[src/rtl/pfs_pkg.sv]
// ==================================================================
// Shared constants of the pin function selection block.
// ==================================================================
package pfs_pkg;

  // Register indices; the APB byte address is four times the index.
  localparam logic [15:0] PFS_IDX_P15 = 16'ha05d;
  localparam logic [15:0] PFS_IDX_P16 = 16'ha05e;
  localparam logic [15:0] PFS_IDX_P17 = 16'ha05f;
  localparam logic [15:0] PFS_IDX_P20 = 16'ha070;
  localparam logic [15:0] PFS_IDX_P21 = 16'ha071;
  localparam logic [15:0] PFS_IDX_P22 = 16'ha072;
  localparam logic [15:0] PFS_IDX_P23 = 16'ha073;
  localparam logic [15:0] PFS_IDX_P24 = 16'ha074;

  // Width of the APB byte address.
  localparam int PFS_ADDR_W = 18;

  // Register width, count and reset value.
  localparam int PFS_REG_W = 8;
  localparam int PFS_NPIN = 8;
  localparam logic [7:0] PFS_CFG_RST = 8'h00;

  // Position of each pin inside the pin vectors.
  localparam int PFS_PIN_P15 = 0;
  localparam int PFS_PIN_P16 = 1;
  localparam int PFS_PIN_P17 = 2;
  localparam int PFS_PIN_P20 = 3;
  localparam int PFS_PIN_P21 = 4;
  localparam int PFS_PIN_P22 = 5;
  localparam int PFS_PIN_P23 = 6;
  localparam int PFS_PIN_P24 = 7;

  // Field positions shared by every configuration register.
  localparam int PFS_BIT_GPIO = 0;
  localparam int PFS_BIT_IRQ0 = 1;
  localparam int PFS_BIT_IRQ1 = 2;
  localparam int PFS_BIT_FN3 = 3;
  localparam int PFS_BIT_FN4 = 4;
  localparam int PFS_BIT_FN5 = 5;
  localparam int PFS_BIT_FN6 = 6;
  localparam int PFS_BIT_ANALOG = 7;

  // Bits that may select a pin driver, searched from the top down.
  localparam logic [7:0] PFS_DRIVE_BITS = 8'hf9;

endpackage : pfs_pkg

[src/rtl/pfs_pin_select.sv]
`timescale 1ns/10ps
module pfs_pin_select (
  input wire logic pclk, // APB clock, 40 MHz.
  input wire logic presetn, // Asynchronous reset, active low.
  input wire logic psel, // APB select.
  input wire logic penable, // APB enable.
  input wire logic pwrite, // APB direction, high for write.
  input wire logic [pfs_pkg::PFS_ADDR_W-1:0] paddr, // APB byte address.
  input wire logic [31:0] pwdata, // APB write data.
  input wire logic [3:0] pstrb, // APB write strobes.
  output logic [31:0] prdata, // APB read data.
  output logic pready, // APB ready.
  output logic pslverr, // APB error for unmapped addresses.
  input wire logic [7:0] pin_in, // Pad input levels.
  output logic [7:0] pin_out, // Pad output levels.
  output logic [7:0] pin_oe_n, // Pad output enables, low drives.
  input wire logic [7:0] gpio_out, // GPIO output data.
  input wire logic [7:0] gpio_oe, // GPIO output enables, high drives.
  output logic [7:0] gpio_in, // Pin levels seen by GPIO.
  output logic shared_pin_irq_group0, // Combined group zero condition.
  output logic shared_pin_irq_group1, // Combined group one condition.
  output logic [7:0] pad_analog_select, // Analog path connect per pin.
  input wire logic i2c_master_sda_out, // Master data, low pulls the line.
  input wire logic i2c_master_scl_out, // Master clock, low pulls the line.
  input wire logic i2c_slave1_sda_out, // Slave one data, low pulls the line.
  input wire logic i2c_slave1_scl_out, // Slave one clock, low pulls the line.
  input wire logic i2c_slave2_sda_out, // Slave two data, low pulls the line.
  output logic i2c_master_sda_in, // Master data line level.
  output logic i2c_master_scl_in, // Master clock line level.
  output logic i2c_slave1_sda_in, // Slave one data line level.
  output logic i2c_slave1_scl_in, // Slave one clock line level.
  output logic i2c_slave2_sda_in, // Slave two data line level.
  input wire logic motor_pwm_b_neg_out, // PWM channel B negative.
  input wire logic motor_pwm_b_pos_out, // PWM channel B positive.
  input wire logic motor_pwm_c_pos_out, // PWM channel C positive.
  output logic pwm_emergency_in, // PWM emergency stop input.
  input wire logic [3:0] capcomp_out, // Channels 0, 1, 4, 5 output data.
  input wire logic [3:0] capcomp_oe, // Channels 0, 1, 4, 5 output enables.
  output logic [3:0] capcomp_in, // Channels 0, 1, 4, 5 input levels.
  output logic timer0_count_in, // Timer 0 count input.
  output logic timer1_count_in, // Timer 1 count input.
  output logic timer2_input_in, // Timer 2 external input.
  input wire logic spi_mosi_out, // SPI MOSI output data.
  input wire logic spi_mosi_oe, // SPI MOSI output enable.
  input wire logic spi_miso_out, // SPI MISO output data.
  input wire logic spi_miso_oe, // SPI MISO output enable.
  input wire logic spi_sck_out, // SPI clock output data.
  input wire logic spi_sck_oe, // SPI clock output enable.
  output logic spi_mosi_in, // SPI MOSI level.
  output logic spi_miso_in, // SPI MISO level.
  output logic spi_sck_in, // SPI clock level.
  output logic spi_ssn_in, // SPI slave select, active low.
  input wire logic uart2_txd_out, // Second UART transmit data.
  output logic uart2_rxd_in // Second UART receive level.
);
  import pfs_pkg::*;

  // ==================================================================
  // State
  // ==================================================================
  typedef struct packed {
    logic [PFS_NPIN-1:0][PFS_REG_W-1:0] cfg;
    logic [31:0] prdata;
    logic pready;
    logic pslverr;
    logic [7:0] pin_out;
    logic [7:0] pin_oe_n;
    logic [7:0] gpio_in;
    logic irq0;
    logic irq1;
    logic [7:0] analog;
    logic m_sda;
    logic m_scl;
    logic s1_sda;
    logic s1_scl;
    logic s2_sda;
    logic pwm_emergency_stop;
    logic [3:0] cc_in;
    logic t0;
    logic t1;
    logic t2;
    logic mosi;
    logic miso;
    logic sck;
    logic ssn;
    logic rxd;
  } pfs_state_t;

  pfs_state_t st_r;
  pfs_state_t st_nxt;

  // ==================================================================
  // Functions
  // ==================================================================
  // Maps a byte address to {hit, register number}.
  function automatic logic [3:0] pfs_decode(input logic [PFS_ADDR_W-1:0] a);
    logic [3:0] r;
    r = 4'h0;
    if (a == PFS_ADDR_W'({PFS_IDX_P15, 2'b00})) begin
      r = {1'b1, 3'(PFS_PIN_P15)};
    end else if (a == PFS_ADDR_W'({PFS_IDX_P16, 2'b00})) begin
      r = {1'b1, 3'(PFS_PIN_P16)};
    end else if (a == PFS_ADDR_W'({PFS_IDX_P17, 2'b00})) begin
      r = {1'b1, 3'(PFS_PIN_P17)};
    end else if (a == PFS_ADDR_W'({PFS_IDX_P20, 2'b00})) begin
      r = {1'b1, 3'(PFS_PIN_P20)};
    end else if (a == PFS_ADDR_W'({PFS_IDX_P21, 2'b00})) begin
      r = {1'b1, 3'(PFS_PIN_P21)};
    end else if (a == PFS_ADDR_W'({PFS_IDX_P22, 2'b00})) begin
      r = {1'b1, 3'(PFS_PIN_P22)};
    end else if (a == PFS_ADDR_W'({PFS_IDX_P23, 2'b00})) begin
      r = {1'b1, 3'(PFS_PIN_P23)};
    end else if (a == PFS_ADDR_W'({PFS_IDX_P24, 2'b00})) begin
      r = {1'b1, 3'(PFS_PIN_P24)};
    end
    return r;
  endfunction : pfs_decode

  // Picks {drive, level} from the highest set bit that may drive the pin.
  function automatic logic [1:0] pfs_pick(input logic [7:0] c, input logic [7:0] dout,
                                          input logic [7:0] den);
    logic [1:0] r;
    logic found;
    r = 2'b00;
    found = 1'b0;
    for (int b = 7; b >= 0; b--) begin
      if (!found && c[b] && PFS_DRIVE_BITS[b]) begin
        found = 1'b1;
        r = {den[b], dout[b]};
      end
    end
    return r;
  endfunction : pfs_pick

  // ==================================================================
  // Next state
  // ==================================================================
  // Register access, pin drive selection and input routing.
  always_comb begin
    logic [7:0] dout [PFS_NPIN];
    logic [7:0] den [PFS_NPIN];
    logic [3:0] dec;
    logic [1:0] pk;
    logic [PFS_NPIN-1:0][PFS_REG_W-1:0] c;
    for (int p = 0; p < PFS_NPIN; p++) begin
      dout[p] = 8'h00;
      den[p] = 8'h00;
    end
    dec = pfs_decode(paddr);
    pk = 2'b00;
    st_nxt = st_r;
    c = st_r.cfg;

    // APB: answer is prepared in the setup cycle, ready in the access cycle.
    st_nxt.pready = psel && !penable;
    st_nxt.pslverr = psel && !penable && !dec[3];
    st_nxt.prdata = 32'h0;
    if (psel && !penable && dec[3] && !pwrite) begin
      st_nxt.prdata = {24'h0, c[dec[2:0]]};
    end
    if (psel && penable && st_r.pready && pwrite && dec[3] && pstrb[0]) begin
      st_nxt.cfg[dec[2:0]] = pwdata[PFS_REG_W-1:0];
    end

    // GPIO driver on bit 0 of every pin; analog bit 7 leaves the pad undriven.
    for (int p = 0; p < PFS_NPIN; p++) begin
      dout[p][PFS_BIT_GPIO] = gpio_out[p];
      den[p][PFS_BIT_GPIO] = gpio_oe[p];
    end

    // P1.5 functions; open-drain lines only ever pull low.
    den[PFS_PIN_P15][PFS_BIT_FN6] = !i2c_slave2_sda_out;
    dout[PFS_PIN_P15][PFS_BIT_FN5] = motor_pwm_b_neg_out;
    den[PFS_PIN_P15][PFS_BIT_FN5] = 1'b1;
    den[PFS_PIN_P15][PFS_BIT_FN4] = !i2c_master_sda_out;
    // P1.6 functions; timer input on bit 6 leaves the pad undriven.
    dout[PFS_PIN_P16][PFS_BIT_FN5] = motor_pwm_b_pos_out;
    den[PFS_PIN_P16][PFS_BIT_FN5] = 1'b1;
    dout[PFS_PIN_P16][PFS_BIT_FN4] = capcomp_out[0];
    den[PFS_PIN_P16][PFS_BIT_FN4] = capcomp_oe[0];
    // P1.7 functions.
    dout[PFS_PIN_P17][PFS_BIT_FN5] = motor_pwm_b_neg_out;
    den[PFS_PIN_P17][PFS_BIT_FN5] = 1'b1;
    dout[PFS_PIN_P17][PFS_BIT_FN4] = capcomp_out[1];
    den[PFS_PIN_P17][PFS_BIT_FN4] = capcomp_oe[1];
    // P2.0 functions.
    den[PFS_PIN_P20][PFS_BIT_FN6] = !i2c_master_scl_out;
    den[PFS_PIN_P20][PFS_BIT_FN5] = !i2c_slave1_scl_out;
    dout[PFS_PIN_P20][PFS_BIT_FN4] = capcomp_out[2];
    den[PFS_PIN_P20][PFS_BIT_FN4] = capcomp_oe[2];
    dout[PFS_PIN_P20][PFS_BIT_FN3] = spi_mosi_out;
    den[PFS_PIN_P20][PFS_BIT_FN3] = spi_mosi_oe;
    // P2.1 functions.
    den[PFS_PIN_P21][PFS_BIT_FN6] = !i2c_master_sda_out;
    den[PFS_PIN_P21][PFS_BIT_FN5] = !i2c_slave1_sda_out;
    dout[PFS_PIN_P21][PFS_BIT_FN4] = capcomp_out[3];
    den[PFS_PIN_P21][PFS_BIT_FN4] = capcomp_oe[3];
    dout[PFS_PIN_P21][PFS_BIT_FN3] = spi_miso_out;
    den[PFS_PIN_P21][PFS_BIT_FN3] = spi_miso_oe;
    // P2.2 functions; emergency input on bit 5 leaves the pad undriven.
    dout[PFS_PIN_P22][PFS_BIT_FN4] = uart2_txd_out;
    den[PFS_PIN_P22][PFS_BIT_FN4] = 1'b1;
    dout[PFS_PIN_P22][PFS_BIT_FN3] = spi_sck_out;
    den[PFS_PIN_P22][PFS_BIT_FN3] = spi_sck_oe;
    // P2.4 functions; P2.3 has no driver besides GPIO bit 0.
    dout[PFS_PIN_P24][PFS_BIT_FN5] = motor_pwm_c_pos_out;
    den[PFS_PIN_P24][PFS_BIT_FN5] = 1'b1;

    // Resolve each pad from its configuration.
    for (int p = 0; p < PFS_NPIN; p++) begin
      pk = pfs_pick(c[p], dout[p], den[p]);
      st_nxt.pin_out[p] = pk[0];
      st_nxt.pin_oe_n[p] = !pk[1];
      st_nxt.gpio_in[p] = c[p][PFS_BIT_GPIO] && pin_in[p];
      st_nxt.analog[p] = c[p][PFS_BIT_ANALOG];
    end

    // Shared interrupt groups combine every selected pin level.
    st_nxt.irq0 = 1'b0;
    st_nxt.irq1 = 1'b0;
    for (int p = 0; p < PFS_NPIN; p++) begin
      st_nxt.irq0 = st_nxt.irq0 || (c[p][PFS_BIT_IRQ0] && pin_in[p]);
      st_nxt.irq1 = st_nxt.irq1 || (c[p][PFS_BIT_IRQ1] && pin_in[p]);
    end

    // Peripheral inputs; unselected idle-high lines read as one.
    st_nxt.m_sda = (!c[PFS_PIN_P15][PFS_BIT_FN4] || pin_in[PFS_PIN_P15])
                && (!c[PFS_PIN_P21][PFS_BIT_FN6] || pin_in[PFS_PIN_P21]);
    st_nxt.m_scl = !c[PFS_PIN_P20][PFS_BIT_FN6] || pin_in[PFS_PIN_P20];
    st_nxt.s1_scl = !c[PFS_PIN_P20][PFS_BIT_FN5] || pin_in[PFS_PIN_P20];
    st_nxt.s1_sda = !c[PFS_PIN_P21][PFS_BIT_FN5] || pin_in[PFS_PIN_P21];
    st_nxt.s2_sda = !c[PFS_PIN_P15][PFS_BIT_FN6] || pin_in[PFS_PIN_P15];
    st_nxt.cc_in[0] = c[PFS_PIN_P16][PFS_BIT_FN4] && pin_in[PFS_PIN_P16];
    st_nxt.cc_in[1] = c[PFS_PIN_P17][PFS_BIT_FN4] && pin_in[PFS_PIN_P17];
    st_nxt.cc_in[2] = c[PFS_PIN_P20][PFS_BIT_FN4] && pin_in[PFS_PIN_P20];
    st_nxt.cc_in[3] = c[PFS_PIN_P21][PFS_BIT_FN4] && pin_in[PFS_PIN_P21];
    st_nxt.t1 = c[PFS_PIN_P16][PFS_BIT_FN6] && pin_in[PFS_PIN_P16];
    st_nxt.t0 = c[PFS_PIN_P17][PFS_BIT_FN6] && pin_in[PFS_PIN_P17];
    st_nxt.t2 = c[PFS_PIN_P24][PFS_BIT_FN4] && pin_in[PFS_PIN_P24];
    st_nxt.mosi = c[PFS_PIN_P20][PFS_BIT_FN3] && pin_in[PFS_PIN_P20];
    st_nxt.miso = c[PFS_PIN_P21][PFS_BIT_FN3] && pin_in[PFS_PIN_P21];
    st_nxt.sck = c[PFS_PIN_P22][PFS_BIT_FN3] && pin_in[PFS_PIN_P22];
    st_nxt.ssn = !c[PFS_PIN_P23][PFS_BIT_FN3] || pin_in[PFS_PIN_P23];
    st_nxt.pwm_emergency_stop = (c[PFS_PIN_P22][PFS_BIT_FN5] && pin_in[PFS_PIN_P22])
              || (c[PFS_PIN_P23][PFS_BIT_FN5] && pin_in[PFS_PIN_P23]);
    st_nxt.rxd = !c[PFS_PIN_P23][PFS_BIT_FN4] || pin_in[PFS_PIN_P23];
  end

  // ==================================================================
  // Registers
  // ==================================================================
  // Reset leaves every function off, pads undriven and idle lines high.
  always_ff @(posedge pclk or negedge presetn) begin
    if (!presetn) begin
      st_r <= '0;
      st_r.cfg <= {PFS_NPIN{PFS_CFG_RST}};
      st_r.pin_oe_n <= 8'hff;
      st_r.m_sda <= 1'b1;
      st_r.m_scl <= 1'b1;
      st_r.s1_sda <= 1'b1;
      st_r.s1_scl <= 1'b1;
      st_r.s2_sda <= 1'b1;
      st_r.ssn <= 1'b1;
      st_r.rxd <= 1'b1;
    end else begin
      st_r <= st_nxt;
    end
  end

  // Outputs straight from the state flops.
  assign prdata = st_r.prdata;
  assign pready = st_r.pready;
  assign pslverr = st_r.pslverr;
  assign pin_out = st_r.pin_out;
  assign pin_oe_n = st_r.pin_oe_n;
  assign gpio_in = st_r.gpio_in;
  assign shared_pin_irq_group0 = st_r.irq0;
  assign shared_pin_irq_group1 = st_r.irq1;
  assign pad_analog_select = st_r.analog;
  assign i2c_master_sda_in = st_r.m_sda;
  assign i2c_master_scl_in = st_r.m_scl;
  assign i2c_slave1_sda_in = st_r.s1_sda;
  assign i2c_slave1_scl_in = st_r.s1_scl;
  assign i2c_slave2_sda_in = st_r.s2_sda;
  assign pwm_emergency_in = st_r.pwm_emergency_stop;
  assign capcomp_in = st_r.cc_in;
  assign timer0_count_in = st_r.t0;
  assign timer1_count_in = st_r.t1;
  assign timer2_input_in = st_r.t2;
  assign spi_mosi_in = st_r.mosi;
  assign spi_miso_in = st_r.miso;
  assign spi_sck_in = st_r.sck;
  assign spi_ssn_in = st_r.ssn;
  assign uart2_rxd_in = st_r.rxd;

  // Helper: decoded address and a write that lands in a register this cycle.
  logic [3:0] dec_a;
  logic wr_hit;
  assign dec_a = pfs_decode(paddr);
  assign wr_hit = psel && penable && pready && pwrite && dec_a[3] && pstrb[0];
endmodule : pfs_pin_select

[config.mk]
export PLATFORM = sky130hd
export DESIGN_NAME = pfs_pin_select
export DESIGN_NICKNAME = d
export VERILOG_FILES = /design/src/rtl/pfs_pkg.sv /design/src/rtl/pfs_pin_select.sv
export SDC_FILE = /design/constraint.sdc
export NUM_CORES = 1
export LEC_CHECK = 0
export BUFFER_PORTS_ARGS = -buffer_cell sky130_fd_sc_hd__buf_2
export CORE_MARGIN = 3
export CORE_UTILIZATION = 56
export CTS_CLUSTER_SIZE = 8
export DETAILED_ROUTE_END_ITERATION = 10
export MAX_ROUTING_LAYER = met4
export PLACE_DENSITY = 0.94
export SETUP_SLACK_MARGIN = 0.4
export SLEW_MARGIN = 20
export SYNTH_ARGS = -nofsm -noshare
export SYNTH_HDL_FRONTEND = slang
export SYNTH_SLANG_ARGS = --single-unit
[constraint.sdc]
create_clock -name pclk -period 3 [get_ports pclk]
set_input_delay 0.45 -clock pclk [delete_from_list [all_inputs] [get_ports pclk]]
set_output_delay 0.45 -clock pclk [all_outputs]
set_load 0.05 [all_outputs]
Word-level counts from Yosys, hierarchy flattened

Cells that the tools add are included.

Bits in registers: 126
Bits in latches: 0
RAM bits: 0
ROM bits: 0
Input port bits: 106
Output and inout bits: 86
Logic and storage cells: 301
Memories kept: 0

Add/sub/neg operators: 0
Multiply operators: 0
Divide/modulo/power cells: 0
Order comparisons: 2
Equality and inequality tests: 8
Shifts and indexed selects: 0
Muxes and demuxes: 85
Bitwise gates (word level): 0
Reduce and logical (&&, ||, !) cells: 174

Operators with widths:

| operator                                                          | number |
|---|---|
| equality test 18 bit, second input constant                       | 8 |
| logical AND 1 bit                                                 | 87 |
| bitwise mux 64 bit                                                | 1 |
| zero test 1 bit                                                   | 64 |
| 2-to-1 mux 2 bit                                                  | 31 |
| 2-to-1 mux 1 bit                                                  | 40 |
| 2-to-1 mux 4 bit                                                  | 8 |
| binary-select mux 8 bit (select 3 bit)                            | 1 |
| demux 8 bit (select 3 bit)                                        | 1 |
| 2-to-1 mux 8 bit                                                  | 3 |
| logical OR 1 bit                                                  | 23 |
| less-than comparator 3 x 4 -> 1 bit, second input constant        | 1 |
| greater-or-equal comparator 3 x 1 -> 1 bit, second input constant | 1 |

Longest topological paths before layout

Depth after elaboration: 17
Depth in mapped cells: 9
Depth with buffers taken out: 6

Least setup slack after synthesis

No wires, ideal clock.

Kind: input to register
From: input paddr[13] (netlist bit)
To: register st_r (netlist bit st_nxt[23])
Library setup time: 0.125 ns
Data arrival time: 2.223 ns
Data required time: 2.875 ns
Setup slack: 0.652 ns
Cell stages on the path: 7
Buffers on the path: 1
Path through: nor4b_4 > nand4_2 > nor3_4 > nand2_1 > or4b_1 > buf_4 > mux2_4

Longest elaborated chain between the ends: 14
Elaborated cells between the ends (all ways): 24
Classes of those cells: 2 x order compare; 8 x eq/ne; 11 x mux; 3 x reduce/logical

RTL lines:

| element                                                                                                                 | line                  | source |
|---|---|---|
| from (decl)                                                                                                             | pfs_pin_select.sv:8   | `input wire logic [pfs_pkg::PFS_ADDR_W-1:0] paddr,` |
| equality test 18 bit                                                                                                    | n/a                   |  |
| 2-to-1 mux 4 bit                                                                                                        | pfs_pin_select.sv:113 | `end else if (a == PFS_ADDR_W'({PFS_IDX_P24, 2'b00})) begin` |
| 2-to-1 mux 4 bit                                                                                                        | pfs_pin_select.sv:111 | `end else if (a == PFS_ADDR_W'({PFS_IDX_P23, 2'b00})) begin` |
| 2-to-1 mux 4 bit                                                                                                        | n/a                   |  |
| 2-to-1 mux 4 bit                                                                                                        | pfs_pin_select.sv:107 | `end else if (a == PFS_ADDR_W'({PFS_IDX_P21, 2'b00})) begin` |
| 2-to-1 mux 4 bit (3 in series)                                                                                          | n/a                   |  |
| 2-to-1 mux 4 bit (*)                                                                                                    | n/a                   |  |
| less-than comparator 3 x 4 -> 1 bit (not written as such) or greater-or-equal comparator 3 x 1 -> 1 bit (tied branches) | pfs_pin_select.sv:162 | `st_nxt.cfg[dec[2:0]] = pwdata[PFS_REG_W-1:0];` |
| logical AND 1 bit (not written as such)                                                                                 | pfs_pin_select.sv:162 |  |
| 2-to-1 mux 8 bit (not written as such)                                                                                  | pfs_pin_select.sv:162 |  |
| demux 8 bit (select 3 bit)                                                                                              | pfs_pin_select.sv:162 |  |
| bitwise mux 64 bit                                                                                                      | pfs_pin_select.sv:162 |  |
| to (signal assigned)                                                                                                    | pfs_pin_select.sv:266 | `st_r <= st_nxt;` |
| to (decl)                                                                                                               | pfs_pin_select.sv:89  | `pfs_state_t st_r;` |

Every way passes the cells marked *; elsewhere a longest branch is shown, timed or not.
A chain may end at the register's enable or synchronous reset.

Final worst setup path

From: input paddr[9] (netlist bit)
To: register st_r[126] (netlist bit)

Same word-level chain as after synthesis.

==> results.py <==
metrics = {
    "cts": {
        "cts_root_buf": "clkbuf_8",
        "cts.reportedPaths.clkPinSlew_ns": 0.06,
        "numCtsBuffers": 17,
        "cts_resized": 0,
        "cts.sinks": 126,
        "cts.hold.buffers_added": 1,
        "cts.path.max_buffers": 2,
        "cts_tree": "yes",
        "htreeDepth": 4,
        "clkLatencyLatePin_ns": 0.52,
        "post_cts_buffers": 0,
    },
    "finish": {
        "regArea_um2": 3170,
        "multi_input_area_um2": 2570,
        "final_cell_area_um2": 7370,
        "fin_cells": 800,
        "final_util": 0.677,
        "fillCellCount": 810,
        "nets": 753,
        "final_cell_mix": "buf_2 (139), dfrtp_1 (111), mux2_2 (57)",
        "drive_gt1_frac": 0.406,
        "layout_commonest_cell": "buf_2",
        "diodes": 0,
        "syn_to_final_growth_pct": 17.5,
    },
    "critical_path": {
        "crit_slowest_cell": "or4b_1",
        "r2r-start": "pready",
        "rrSetupSlack_ns": 0.88,
        "worstSetupStartpointType": "input port",
        "critical-path-max-stage-delay_ns": 0.73,
        "cp.arrival_ns": 2.68,
        "rr_endpoint": "st_r[126]",
        "r2r_cells": 5,
        "cp_cell_sequence": "buf_2 -> nor4b_4 -> nand4_2 -> nor3_4 -> nand2_1 -> or4b_1 -> mux2_4",
        "critPathKind": "in -> reg",
        "cp-end-kind": "flop",
        "path_buf_inv": 1,
        "crit_required_ns": 3.40,
        "path_delay_family": "simple AND/OR/NAND/NOR gates",
        "cp.depth": 7,
        "crit_fanout": 8,
    },
    "power_and_ir_drop": {
        "leakage_nw": 3.74,
        "p_sw_frac": 0.228,
        "power_frac_seq": 0.405,
        "p_clk_frac": 0.526,
        "vdd_drop_max_mv": 0.353,
        "p_comb_frac": 0.069,
        "power.switching_uw": 956,
        "p_per_area_nw_per_um2": 570,
        "p_int_mw": 3.25,
    },
    "routing": {
        "vias": 4661,
        "routed_wl_um": 15700,
        "post_drt_via_cell_ratio": 5.83,
        "drtAntennaViolNets": 0,
        "drt_iter0_drc": 360,
        "wl_per_cell_um": 19.7,
        "route.detailed.drc": 0,
        "dr.pass1.iters": 5,
    },
    "global_routing": {
        "overflow": 0,
        "grt_pass1_vias": 4842,
        "antenna_found_initial": 0,
        "gr-usage-all-layers": 0.268,
        "grt_pass1_wl_um": 25400,
        "grt_max_degree": 60,
    },
    "yosys": {
        "ys.warnings.count": 0,
        "ys_seq_elements": 126,
        "synth_area_um2": 6280,
        "syn_inst": 544,
        "synthArstFlopShare": 1.00,
        "seq_area_frac_synth": 0.505,
        "syn_avg_cell_area_um2": 11.5,
        "ys_types": 57,
        "synth_flop_cell": "dfrtp_1",
        "synth-edff-count": 0,
    },
    "place": {
        "post-place-ws_ns": 0.174,
        "placed_cell_area_um2": 6720,
        "place_inst": 767,
        "portBuffers": 140,
        "gp_congestion": 0.910,
        "hpwlAfterDp_um": 11100,
    },
    "sta": {
        "setup_violations": 0,
        "rsz0062_at_grt": "no",
        "fin_crit_ns": 2.29,
        "worstMarginPinSlew_ns": 0.609,
        "slew_headroom": 0.589,
        "skew_ns": 0.00941,
        "worst_slack_ns": 0.714,
        "fmax_ghz": 0.438,
        "hold_viol": 0,
        "finalSetupTns_ns": 0,
        "slew_violations": 0,
        "period_share": 0.762,
    },
    "die": {
        "row_count": 38,
        "initial_core_util": 0.577,
        "fp.dieW_um": 112,
        "fp.dieH_um": 112,
        "coreArea_um2": 10900,
        "ios": 192,
        "dieArea_um2": 12500,
    },
    "flow_run": {
        "maxCapViolations": 0,
    },
    "hold_path": {
        "hold_depth": 2,
        "hold_class": "in -> reg",
        "hp-start": "gpio_oe[6]",
        "min_to": "pin_oe_n[6]",
    },
    "status": {
        "status": "finished clean",
    },
}
power groups by stage:
stage | logic (mW) | registers [mW] | clock network (mW)
global placement | 0.279 | 1.73 | 0
floorplan | 0.165 | 1.74 | 0
CTS | 0.288 | 1.70 | 2.23
detailed placement | 0.286 | 1.73 | 0
finish | 0.289 | 1.70 | 2.21
global route | 0.311 | 1.70 | 2.32
state kept, by name, summed over array words and instances, names as in the netlist, 4 cells and up:
signal	cells
st_nxt	8
capcomp_in	4
gpio_in	8
prdata	8
pin_oe_n	8
pad_analog_select	8
st_r	56
pin_out	8
metrics by stage:
stage | power, mW | hold WS (ns)
final | 4.20 | 0.0655
after global routing | 4.33 | 0.0551
after CTS | 4.22 | 0.0528
after detailed placement | 2.02 | 0.436
after global placement | 2.01 | 0.422
after floorplan | 1.90 | 0.154
how the worst max path moves through the flow:
stage / start / to / slack [ns]
final: paddr[9] / st_r[126] / 0.71
after global placement: paddr[9] / st_r[129] / 0.23
after floorplan: paddr[13] / st_nxt[23] / 0.65
after detailed placement: paddr[13] / st_r[126] / 0.17
after global routing: paddr[13] / st_r[126] / 0.60
after CTS: paddr[9] / st_r[126] / 0.71
cell type report:
cell class              instances  area share
flip-flops and latches        126       0.430
multi-input cells             347       0.349
repair buffers                149       0.107
clock buffers                  19      0.0585
clock inverters                13      0.0290
well taps                     140      0.0238
inverters                       6     0.00305
logic make-up (layout without fill, tap and decap cells):
logic type,after synthesis,count (layout),synth area share
simple gates,128,128,0.128
flops,126,126,0.505
compound gates,114,114,0.121
buf+inv,94,187,0.0985
mux,81,81,0.147
other cells,1,24,0.000597
cells in the mapped netlist, types with 8 or more instances:
master / n / area share
mux2_4: 8 / 0.019
nand2_1: 19 / 0.011
clkbuf_1: 13 / 0.0078
nand2b_1: 8 / 0.0080
nand3_1: 8 / 0.0064
dfstp_2: 15 / 0.063
mux2i_1: 16 / 0.026
mux2_2: 57 / 0.10
dfrtp_1: 111 / 0.44
nor3_1: 8 / 0.0064
and2_1: 18 / 0.018
a22oi_1: 11 / 0.013
a21oi_1: 37 / 0.030
buf_4: 69 / 0.083
a2bb2oi_1: 14 / 0.020
nor2_1: 19 / 0.011
o22ai_1: 15 / 0.015
metal layers:
metal	share of wire	vias up	GRT usage
li1	-	2118	-
met1	0.41	2314	0.336
met2	0.50	199	0.416
met3	0.067	30	0.0685
met4	0.023	0	0.113
met5	0	-	-
worst register-to-register path: cells and delay by family (launching register included):
| family | cells | cell delay (ns) |
|---|---|---|
| mux | 1 | 0.39 |
| flops | 1 | 0.33 |
| simple gates | 4 | 1.28 |
Power figures use the tool's default switching activity.
